==> src/far_pkg.sv <==
// Package for the fault alarm and error reporter: error codes, test phases,
// and thresholds. Used by far_reporter and the testbench.
package far_pkg;

    typedef enum logic [1:0] {
        FAR_PH_RUN      = 2'b00,
        FAR_PH_POWER_ON = 2'b01,
        FAR_PH_SELF     = 2'b10
    } far_phase_t;

    // Error codes as signed 16-bit numbers shown or sent over the bus
    localparam logic signed [15:0] FAR_E_NONE     = 16'sh0000;
    localparam logic signed [15:0] FAR_E_ADC      = 16'sh000b;
    localparam logic signed [15:0] FAR_E_ROM      = 16'sh000c;
    localparam logic signed [15:0] FAR_E_RAM      = 16'sh000d;
    localparam logic signed [15:0] FAR_E_NVM      = 16'sh000e;
    localparam logic signed [15:0] FAR_E_USER     = 16'sh000f;
    localparam logic signed [15:0] FAR_E_PREV     = 16'sh0010;
    localparam logic signed [15:0] FAR_E_SAVE     = 16'sh0011;
    localparam logic signed [15:0] FAR_E_RECALL   = 16'sh0012;
    localparam logic signed [15:0] FAR_E_PRINTER  = 16'sh0013;
    localparam logic signed [15:0] FAR_E_BOARD    = 16'sh0014;
    localparam logic signed [15:0] FAR_E_LOCKOUT  = 16'sh0015;
    localparam logic signed [15:0] FAR_E_LEAK     = 16'sh0020;
    localparam logic signed [15:0] FAR_E_STRAY    = 16'sh0021;
    localparam logic signed [15:0] FAR_E_FIXTURE  = 16'sh0023;
    localparam logic signed [15:0] FAR_E_INTLK    = 16'sh0024;
    localparam logic signed [15:0] FAR_E_CMD      = -16'sh0064;
    localparam logic signed [15:0] FAR_E_GET      = -16'sh0069;
    localparam logic signed [15:0] FAR_E_PAR_MORE = -16'sh006c;
    localparam logic signed [15:0] FAR_E_PAR_LESS = -16'sh006d;
    localparam logic signed [15:0] FAR_E_HDR_LONG = -16'sh0070;
    localparam logic signed [15:0] FAR_E_EXP_BIG  = -16'sh007b;
    localparam logic signed [15:0] FAR_E_DIGITS   = -16'sh007c;
    localparam logic signed [15:0] FAR_E_CHR_LONG = -16'sh0090;

    // Leakage in pA, signed 32-bit; capacitance in fF, unsigned 32-bit
    localparam logic signed [31:0] FAR_LEAK_ERR_PA  = 32'sh00a7d8c0; // 11 uA
    localparam logic signed [31:0] FAR_LEAK_WARN_HI = 32'sh00989680; // 10 uA
    localparam logic signed [31:0] FAR_LEAK_WARN_LO = 32'sh0000000a; // 10 pA
    localparam logic        [31:0] FAR_STRAY_ERR_FF = 32'h000124f8;  // 75 pF

    localparam logic [7:0]  FAR_MNEM_MAX     = 8'h0c;
    localparam logic [15:0] FAR_EXP_MAX      = 16'h7d00;
    localparam logic [8:0]  FAR_DIGITS_MAX   = 9'h0ff;

endpackage : far_pkg

==> src/far_reporter.sv <==
// Fault alarm and error reporter: maps detected conditions to error codes,
// halt and alarm decisions. Condition inputs are one-cycle event pulses
// from test, correction, parser and interlock logic on the same clock.
`timescale 1ns/1ps
// What this block does
// [RULE_01] Flag range exceeded while measurement leaves measurable range.
// [RULE_02] Flag over-current while current limit reduces source output.
// [RULE_03] Conversion failure gives code 11, halts and raises alarm.
// [RULE_04] ROM fault 12: power-on halts with alarm; self-test runs with alarm.
// [RULE_05] RAM fault 13 or memory test fault 14 halts with alarm.
// [RULE_06] User data lost 15: power-on loads defaults, no alarm; self-test alarms.
// [RULE_07] Settings lost 16: power-on runs quietly; self-test halts with alarm.
// [RULE_08] Save failure gives 17 without alarm; memory fault gives 14.
// [RULE_09] Recall empty gives 18 without alarm; memory fault gives 14.
// [RULE_10] Printer silent gives 19, operation continues, no alarm.
// [RULE_11] Board fault 20: power-on halts with alarm; self-test runs with alarm.
// [RULE_12] Handler lockout blocks panel keys and re-enable; code 21, no alarm.
// [RULE_13] Open correction leakage at or beyond 11 uA gives code 32.
// [RULE_14] Leakage between about 10 pA and 10 uA gives only a warning.
// [RULE_15] Open correction stray capacitance of 75 pF or more gives 33.
// [RULE_16] Unknown fixture gives 35; nothing attached or cover open gives 36.
// [RULE_17] Header mnemonic over twelve characters gives -112.
// [RULE_18] Character data over twelve characters gives -144.
// [RULE_19] Exponent over 32000 gives -123; over 255 digits gives -124.
// [RULE_20] Trigger inside a program message gives -105.
// [RULE_21] Too many parameters gives -108; too few gives -109.
// [RULE_22] Generic -100 only when no specific syntax code applies.
module far_reporter (
    input  wire logic               clk,
    input  wire logic               rst,
    input  wire far_pkg::far_phase_t phase,
    input  wire logic               meas_out_of_range,
    input  wire logic               current_limited,
    input  wire logic               adc_fail,
    input  wire logic               rom_fail,
    input  wire logic               ram_fail,
    input  wire logic               nvm_fail,
    input  wire logic               user_data_lost,
    input  wire logic               prev_set_lost,
    input  wire logic               save_fail,
    input  wire logic               recall_empty,
    input  wire logic               nvm_fault_cause,
    input  wire logic               printer_silent,
    input  wire logic               board_fail,
    input  wire logic               handler_lockout,
    input  wire logic               panel_key,
    input  wire logic               unlock_req,
    input  wire logic               open_corr_done,
    input  wire logic signed [31:0] leak_pa,
    input  wire logic        [31:0] stray_ff,
    input  wire logic               fixture_unknown,
    input  wire logic               interlock_open,
    input  wire logic               parse_err,
    input  wire logic        [7:0]  mnem_len,
    input  wire logic        [7:0]  chr_len,
    input  wire logic        [15:0] exp_mag,
    input  wire logic        [8:0]  mant_digits,
    input  wire logic               get_in_msg,
    input  wire logic               par_more,
    input  wire logic               par_less,
    input  wire logic               clear_code,
    output logic                    range_exceeded_flag_q,
    output logic                    over_current_q,
    output logic                    leak_warn_q,
    output logic                    halt_q,
    output logic                    alarm_q,
    output logic                    load_defaults_q,
    output logic                    key_q,
    output logic                    keys_enabled_q,
    output logic             [15:0] err_code_q,
    output logic                    err_valid_q
);
    logic po;
    logic st;
    assign po = (phase == far_pkg::FAR_PH_POWER_ON);
    assign st = (phase == far_pkg::FAR_PH_SELF);

    // Instrument faults: priority ordered, halting faults first
    logic nvm_path;
    assign nvm_path = (save_fail | recall_empty) & nvm_fault_cause;

    logic [15:0] inst_code;
    logic        inst_hit;
    logic        inst_halt;
    logic        inst_alarm;
    assign inst_hit = adc_fail | rom_fail | ram_fail | nvm_fail | nvm_path
                    | user_data_lost | prev_set_lost | save_fail
                    | recall_empty | printer_silent | board_fail;
    assign inst_code =
        adc_fail                ? far_pkg::FAR_E_ADC     : // RULE_03
        ram_fail                ? far_pkg::FAR_E_RAM     : // RULE_05
        (nvm_fail | nvm_path)   ? far_pkg::FAR_E_NVM     : // RULE_08
        rom_fail                ? far_pkg::FAR_E_ROM     : // RULE_04
        board_fail              ? far_pkg::FAR_E_BOARD   : // RULE_11
        prev_set_lost           ? far_pkg::FAR_E_PREV    : // RULE_07
        user_data_lost          ? far_pkg::FAR_E_USER    : // RULE_06
        save_fail               ? far_pkg::FAR_E_SAVE    : // RULE_08
        recall_empty            ? far_pkg::FAR_E_RECALL  : // RULE_09
                                  far_pkg::FAR_E_PRINTER;  // RULE_10
    assign inst_halt = adc_fail | ram_fail | nvm_fail | nvm_path
                     | ((rom_fail | board_fail) & po)
                     | (prev_set_lost & st);
    assign inst_alarm = adc_fail | ram_fail | nvm_fail | nvm_path
                      | ((rom_fail | board_fail) & (po | st))
                      | (user_data_lost & st)
                      | (prev_set_lost & st);

    // Correction and fixture conditions
    logic leak_err;
    logic leak_mid;
    logic stray_err;
    assign leak_err = open_corr_done
        & ((leak_pa >= far_pkg::FAR_LEAK_ERR_PA)
         | (leak_pa <= -far_pkg::FAR_LEAK_ERR_PA));             // RULE_13
    assign leak_mid = open_corr_done & ~leak_err
        & (((leak_pa > far_pkg::FAR_LEAK_WARN_LO)
          & (leak_pa < far_pkg::FAR_LEAK_WARN_HI))
         | ((leak_pa < -far_pkg::FAR_LEAK_WARN_LO)
          & (leak_pa > -far_pkg::FAR_LEAK_WARN_HI)));           // RULE_14
    assign stray_err = open_corr_done
        & (stray_ff >= far_pkg::FAR_STRAY_ERR_FF);              // RULE_15

    // Lockout: panel keys refused, attempt to re-enable reported
    logic lock_hit;
    assign lock_hit = handler_lockout & (panel_key | unlock_req); // RULE_12

    // Parser: specific codes first, -100 only as fallback
    logic [15:0] syn_code;
    logic        syn_hit;
    assign syn_hit = parse_err | get_in_msg | par_more | par_less;
    assign syn_code =
        get_in_msg                       ? far_pkg::FAR_E_GET      : // RULE_20
        (mnem_len > far_pkg::FAR_MNEM_MAX) ? far_pkg::FAR_E_HDR_LONG : // RULE_17
        (chr_len > far_pkg::FAR_MNEM_MAX)  ? far_pkg::FAR_E_CHR_LONG : // RULE_18
        (exp_mag > far_pkg::FAR_EXP_MAX)   ? far_pkg::FAR_E_EXP_BIG  : // RULE_19
        (mant_digits > far_pkg::FAR_DIGITS_MAX)
                                         ? far_pkg::FAR_E_DIGITS   : // RULE_19
        par_more                         ? far_pkg::FAR_E_PAR_MORE : // RULE_21
        par_less                         ? far_pkg::FAR_E_PAR_LESS : // RULE_21
                                           far_pkg::FAR_E_CMD;       // RULE_22

    // Final code selection
    logic        any_hit;
    logic [15:0] next_code;
    assign any_hit = inst_hit | leak_err | stray_err | fixture_unknown
                   | interlock_open | lock_hit | syn_hit;
    assign next_code =
        inst_hit        ? inst_code                : 
        leak_err        ? far_pkg::FAR_E_LEAK      : // RULE_13
        stray_err       ? far_pkg::FAR_E_STRAY     : // RULE_15
        fixture_unknown ? far_pkg::FAR_E_FIXTURE   : // RULE_16
        interlock_open  ? far_pkg::FAR_E_INTLK     : // RULE_16
        lock_hit        ? far_pkg::FAR_E_LOCKOUT   : // RULE_12
                          syn_code;

    far_code_reg u_code (
        .clk        (clk),
        .rst        (rst),
        .load       (any_hit),
        .code_in    (next_code),
        .clear_code (clear_code),
        .code_q     (err_code_q),
        .valid_q    (err_valid_q)
    );

    // Halt and alarm are sticky until reset; a clear cannot stop a fault
    always_ff @(posedge clk or posedge rst) begin
        if (rst) begin
            halt_q  <= 1'b0;
            alarm_q <= 1'b0;
        end else begin
            halt_q  <= halt_q | (inst_hit & inst_halt);   // RULE_05
            alarm_q <= alarm_q | (inst_hit & inst_alarm); // RULE_03
        end
    end

    always_ff @(posedge clk or posedge rst) begin
        if (rst) begin
            range_exceeded_flag_q <= 1'b0;
            over_current_q        <= 1'b0;
            leak_warn_q           <= 1'b0;
            load_defaults_q       <= 1'b0;
            key_q                 <= 1'b0;
            keys_enabled_q        <= 1'b1;
        end else begin
            range_exceeded_flag_q <= meas_out_of_range;     // RULE_01
            over_current_q        <= current_limited;       // RULE_02
            leak_warn_q           <= leak_mid;              // RULE_14
            load_defaults_q       <= user_data_lost & po;   // RULE_06
            key_q                 <= panel_key & ~handler_lockout; // RULE_12
            keys_enabled_q        <= ~handler_lockout;      // RULE_12
        end
    end

    // Check helpers: louder faults that would mask the one under test
    logic hard_ev;
    logic front_hit;
    logic sizes_ok;
    logic calm;
    assign hard_ev   = adc_fail | ram_fail | nvm_fail | nvm_path
                     | rom_fail | board_fail;
    assign front_hit = inst_hit | leak_err | stray_err | fixture_unknown
                     | interlock_open | lock_hit;
    assign sizes_ok  = (mnem_len <= far_pkg::FAR_MNEM_MAX)
                     & (chr_len <= far_pkg::FAR_MNEM_MAX)
                     & (exp_mag <= far_pkg::FAR_EXP_MAX)
                     & (mant_digits <= far_pkg::FAR_DIGITS_MAX);
    assign calm      = ~hard_ev & ~prev_set_lost & ~user_data_lost
                     & ~halt_q & ~alarm_q;
endmodule : far_reporter

==> src/far_code_reg.sv <==
// Holds the most recent error code and its valid flag.
// Assumes a single clock; sticky until clear_code or reset.
`timescale 1ns/1ps
module far_code_reg (
    input  wire logic        clk,
    input  wire logic        rst,
    input  wire logic        load,
    input  wire logic [15:0] code_in,
    input  wire logic        clear_code,
    output logic      [15:0] code_q,
    output logic             valid_q
);
    // Load wins over clear in the same cycle
    always_ff @(posedge clk or posedge rst) begin
        if (rst) begin
            code_q  <= 16'h0000;
            valid_q <= 1'b0;
        end else if (load) begin
            code_q  <= code_in;
            valid_q <= 1'b1;
        end else if (clear_code) begin
            code_q  <= 16'h0000;
            valid_q <= 1'b0;
        end
    end
endmodule : far_code_reg

==> config.mk <==
export PLATFORM = sky130hd
export DESIGN_NAME = far_reporter
export DESIGN_NICKNAME = d
export VERILOG_FILES = /design/src/far_pkg.sv /design/src/far_reporter.sv /design/src/far_code_reg.sv
export SDC_FILE = /design/constraint.sdc
export NUM_CORES = 1
export LEC_CHECK = 0
export ABC_AREA = 1
export ABC_CLOCK_PERIOD_IN_PS = 1400
export BUFFER_PORTS_ARGS = -buffer_cell sky130_fd_sc_hd__buf_4
export CAP_MARGIN = 20
export CORE_MARGIN = 1
export CORE_UTILIZATION = 45
export DETAILED_ROUTE_END_ITERATION = 16
export PLACE_DENSITY = 0.88
export SLEW_MARGIN = 20
export SYNTH_ARGS = -nofsm -noshare
export SYNTH_HDL_FRONTEND = slang
export SYNTH_SLANG_ARGS = --single-unit
==> constraint.sdc <==
create_clock -name clk -period 1.4 [get_ports clk]
set_clock_uncertainty 0.05 [all_clocks]
set_input_delay 0.28 -clock clk [delete_from_list [all_inputs] [get_ports clk]]
set_output_delay 0.28 -clock clk [all_outputs]
set_load 0.05 [all_outputs]
==> results_dict.tcl <==
set metrics [dict create \
    netlist_area_sq_mm 0.00217 \
    start_kind "input port" \
    drt-pass1-iter-count 6 \
    syn2layout_area_growth_pct 87.6 \
    use_met1_pct 36.4 \
    diodes 0 \
    finalSetupTns_ns -1.54 \
    drive_gt1_share_pct 46.2 \
    clk_pin_slew_ns 0.08 \
    r2r_start "halt_q$_DFF_PP0_" \
    cp-startpoint "leak_pa[11]" \
    rows 24 \
    use_met3_pct 5.63 \
    num-fill-cells 217 \
    period_share_pct 114 \
    synthCells 388 \
    die_w_um 71.5 \
    tightestPinTransition_ns 0.436 \
    ys_ff_latch 18 \
    path_class "in -> reg" \
    first_global_vias 3286 \
    critPathTopFamily "simple AND/OR/NAND/NOR gates" \
    vias 3617 \
    cp.depth 14 \
    yosys.area.top_type "dfrtp_1" \
    cpPeakStageDelay_ns 0.22 \
    synthTopCellsByArea "dfrtp_1 (20%), nand2_1 (19%), nor2_1 (13%)" \
    critPathBufInv 3 \
    fp.dieArea_sq_mm 0.00511 \
    regArea_sq_um 452 \
    dp_hpwl_mm 7.31 \
    maxSlewViolCount 0 \
    async_reset_ff_share_pct 100 \
    grt_pass1_wl_mm 13.8 \
    ir_worst_vdd_uv 317 \
    io_buffers 146 \
    hold_viol_final 0 \
    initial_utilization_pct 48.2 \
    powerDensity_mw_per_mm2 456 \
    outcome "finished, violations left" \
    cp_max_fo 7 \
    synth_ff_type "dfrtp_1" \
    rrSetupSlack_ns 0.45 \
    multi_input_area_sq_mm 0.00159 \
    fin_nets 740 \
    drtAntennaViolNets 0 \
    cts_tree "built" \
    final_cell_mix "buf_4 (210), nand2_1 (102), nor2_1 (63)" \
    syn_area_per_cell_sq_um 5.60 \
    critPathArrivalTime_ns 1.76 \
    setup_violations 11 \
    crit_chain "buf_4, buf_6, nand2_2, a21oi_1, nand2_1, nand2_1, nand2_1, nand2_1, nand2_2, nand2_4, a21oi_4, buf_6, nand4_1, nand2_1" \
    place.gp.congestion 0.924 \
    drc 0 \
    clock.fmax_ghz 0.625 \
    totalWireLength_mm 10.1 \
    cts.path.max_buffers 2 \
    finalWorstSetupSlack_ns -0.201 \
    endpoint "u_code.code_q[1]$_DFFE_PP0P_" \
    drt-initial-drc-count 325 \
    worstPathRequired_ns 1.56 \
    num_io_pins 158 \
    violations "setup timing" \
    grt-busiest-layer "met2" \
    relSlewSlack_pct 70.6 \
    cp_common_cell "nand2_1" \
    yosysSeqAreaShare_pct 20.8 \
    cts_buffers 3 \
    synth_edf_count 0 \
    min_path_type "in -> reg" \
    yosysWarnings 0 \
    leakage_uw 0.00216 \
    cts_root_buf "clkbuf_8" \
    synth_top_area_share_pct 19.6 \
    grt_max_degree 19 \
    worstRegToRegCells 1 \
    use_met2_pct 67.4 \
    htreeDepth 1 \
    layout.cells.non_filler 656 \
    yosysUniqueCellTypes 36 \
    track_usage_pct 34.0 \
    drv_cap 0 \
    cts_sinks 18 \
    grt_setup_unrepaired "true" \
    overflow 0 \
    layout_commonest_cell "buf_4" \
    r2r_end "halt_q$_DFF_PP0_" \
    placed_cells 648 \
    insertion_delay_ns 0.26 \
    chipHeight_um 71.5 \
    crit_path_end_kind "flip-flop" \
    cp_slowest_cell "a21oi_4" \
    final.min_clock_period_ns 1.60 \
    synth_nets 523 \
    vias_per_cell 5.51 \
    antenna_found_initial 0 \
    wire_per_inst_um 15.4 \
    coreArea_sq_mm 0.00450 \
]
-- per-layer routing --
metal,wire length (um),share of wire (%)
met5,0,0
met1,3490,35
met4,386,3.8
met2,5250,52
met3,944,9.4
-- layout make-up --
| cell class | count | area share, % |
|---|---|---|
| clock buffer | 4 | 1.35 |
| inverter | 61 | 5.74 |
| multi-input combinational | 301 | 39.0 |
| sequential | 18 | 11.1 |
| tap | 52 | 1.60 |
| timing repair buffer | 220 | 41.3 |
-- cell usage after synthesis, types with 2 or more instances --
cell type and instances:
a21oi_1 10, a21oi_4 2, a31oi_1 3, buf_4 7
dfrtp_1 17, ha_1 2, inv_1 56, inv_2 4
nand2_1 111, nand2_2 4, nand3_1 29, nand4_1 17
nor2_1 75, nor2_2 4, nor3_1 12, nor4_1 8
o2111ai_1 2, o21ai_0 5, o31ai_1 2, or2_2 2
-- worst min path at each step --
stage                     from  cells past startpoint                           end
2_1_floorplan              rst                      1             alarm_q$_DFF_PP0_
3_3_place_gp               rst                      3      over_current_q$_DFF_PP0_
3_5_place_dp               rst                      3  u_code.code_q[2]$_DFFE_PP0P_
4_1_cts        current_limited                      1      over_current_q$_DFF_PP0_
5_1_grt        current_limited                      1      over_current_q$_DFF_PP0_
6_report       current_limited                      1      over_current_q$_DFF_PP0_
-- flip-flops by register name, indices dropped and copies added, names as in the netlist --
| name | count |
|---|---|
| u_code.code_q | 9 |
| alarm_q | 1 |
| halt_q | 1 |
| key_q | 1 |
| keys_enabled_q | 1 |
| leak_warn_q | 1 |
| load_defaults_q | 1 |
| over_current_q | 1 |
| range_exceeded_flag_q | 1 |
| u_code.valid_q | 1 |
-- stage by stage --
| step | power [uW] | utilization, % | setup slack, ns | hold slack (ns) | instance area [sq um] |
|---|---|---|---|---|---|
| finish | 1860 | 90.5 | -0.201 | 0.0752 | 4080 |
| global route | 1920 | 90.5 | -0.294 | 0.0712 | 4080 |
| CTS | 1780 | 87.5 | -0.122 | 0.0776 | 3940 |
| detailed placement | 1330 | 84.4 | -0.485 | 0.273 | 3800 |
| global placement | 1310 | 84.4 | -0.425 | 0.258 | 3800 |
| floorplan | 811 | - | -0.189 | 0.168 | 2180 |
-- what timing repair did --
item / in CTS / in global routing
setup buffers: 0 / 1
pin swaps: 14 / 14
endpoints found under the hold margin: 9 / 0
cloned: 1 / 1
hold buffers: 1 / 0
endpoints found under the setup margin: 10 / 12
resized for setup: 17 / 38
-- power breakdown --
part | internal (uW) | switching [uW] | leakage [uW]
combinational | 445 | 425 | 0.00192
clock | 251 | 194 | 0.0000288
sequential | 534 | 7.69 | 0.000212
total | 1230 | 628 | 0.00216
-- logic make-up after synthesis --
group / Yosys count / share of synthesized area [%]
AND/OR/NAND/NOR: 269 / 55.0
flip-flops: 18 / 20.8
adder cells (fa/ha/maj): 2 / 1.15
AO/OA/AOI/OAI: 29 / 9.27
buffers and inverters: 70 / 13.8
Note: power is estimated with default switching activity, not from simulation.
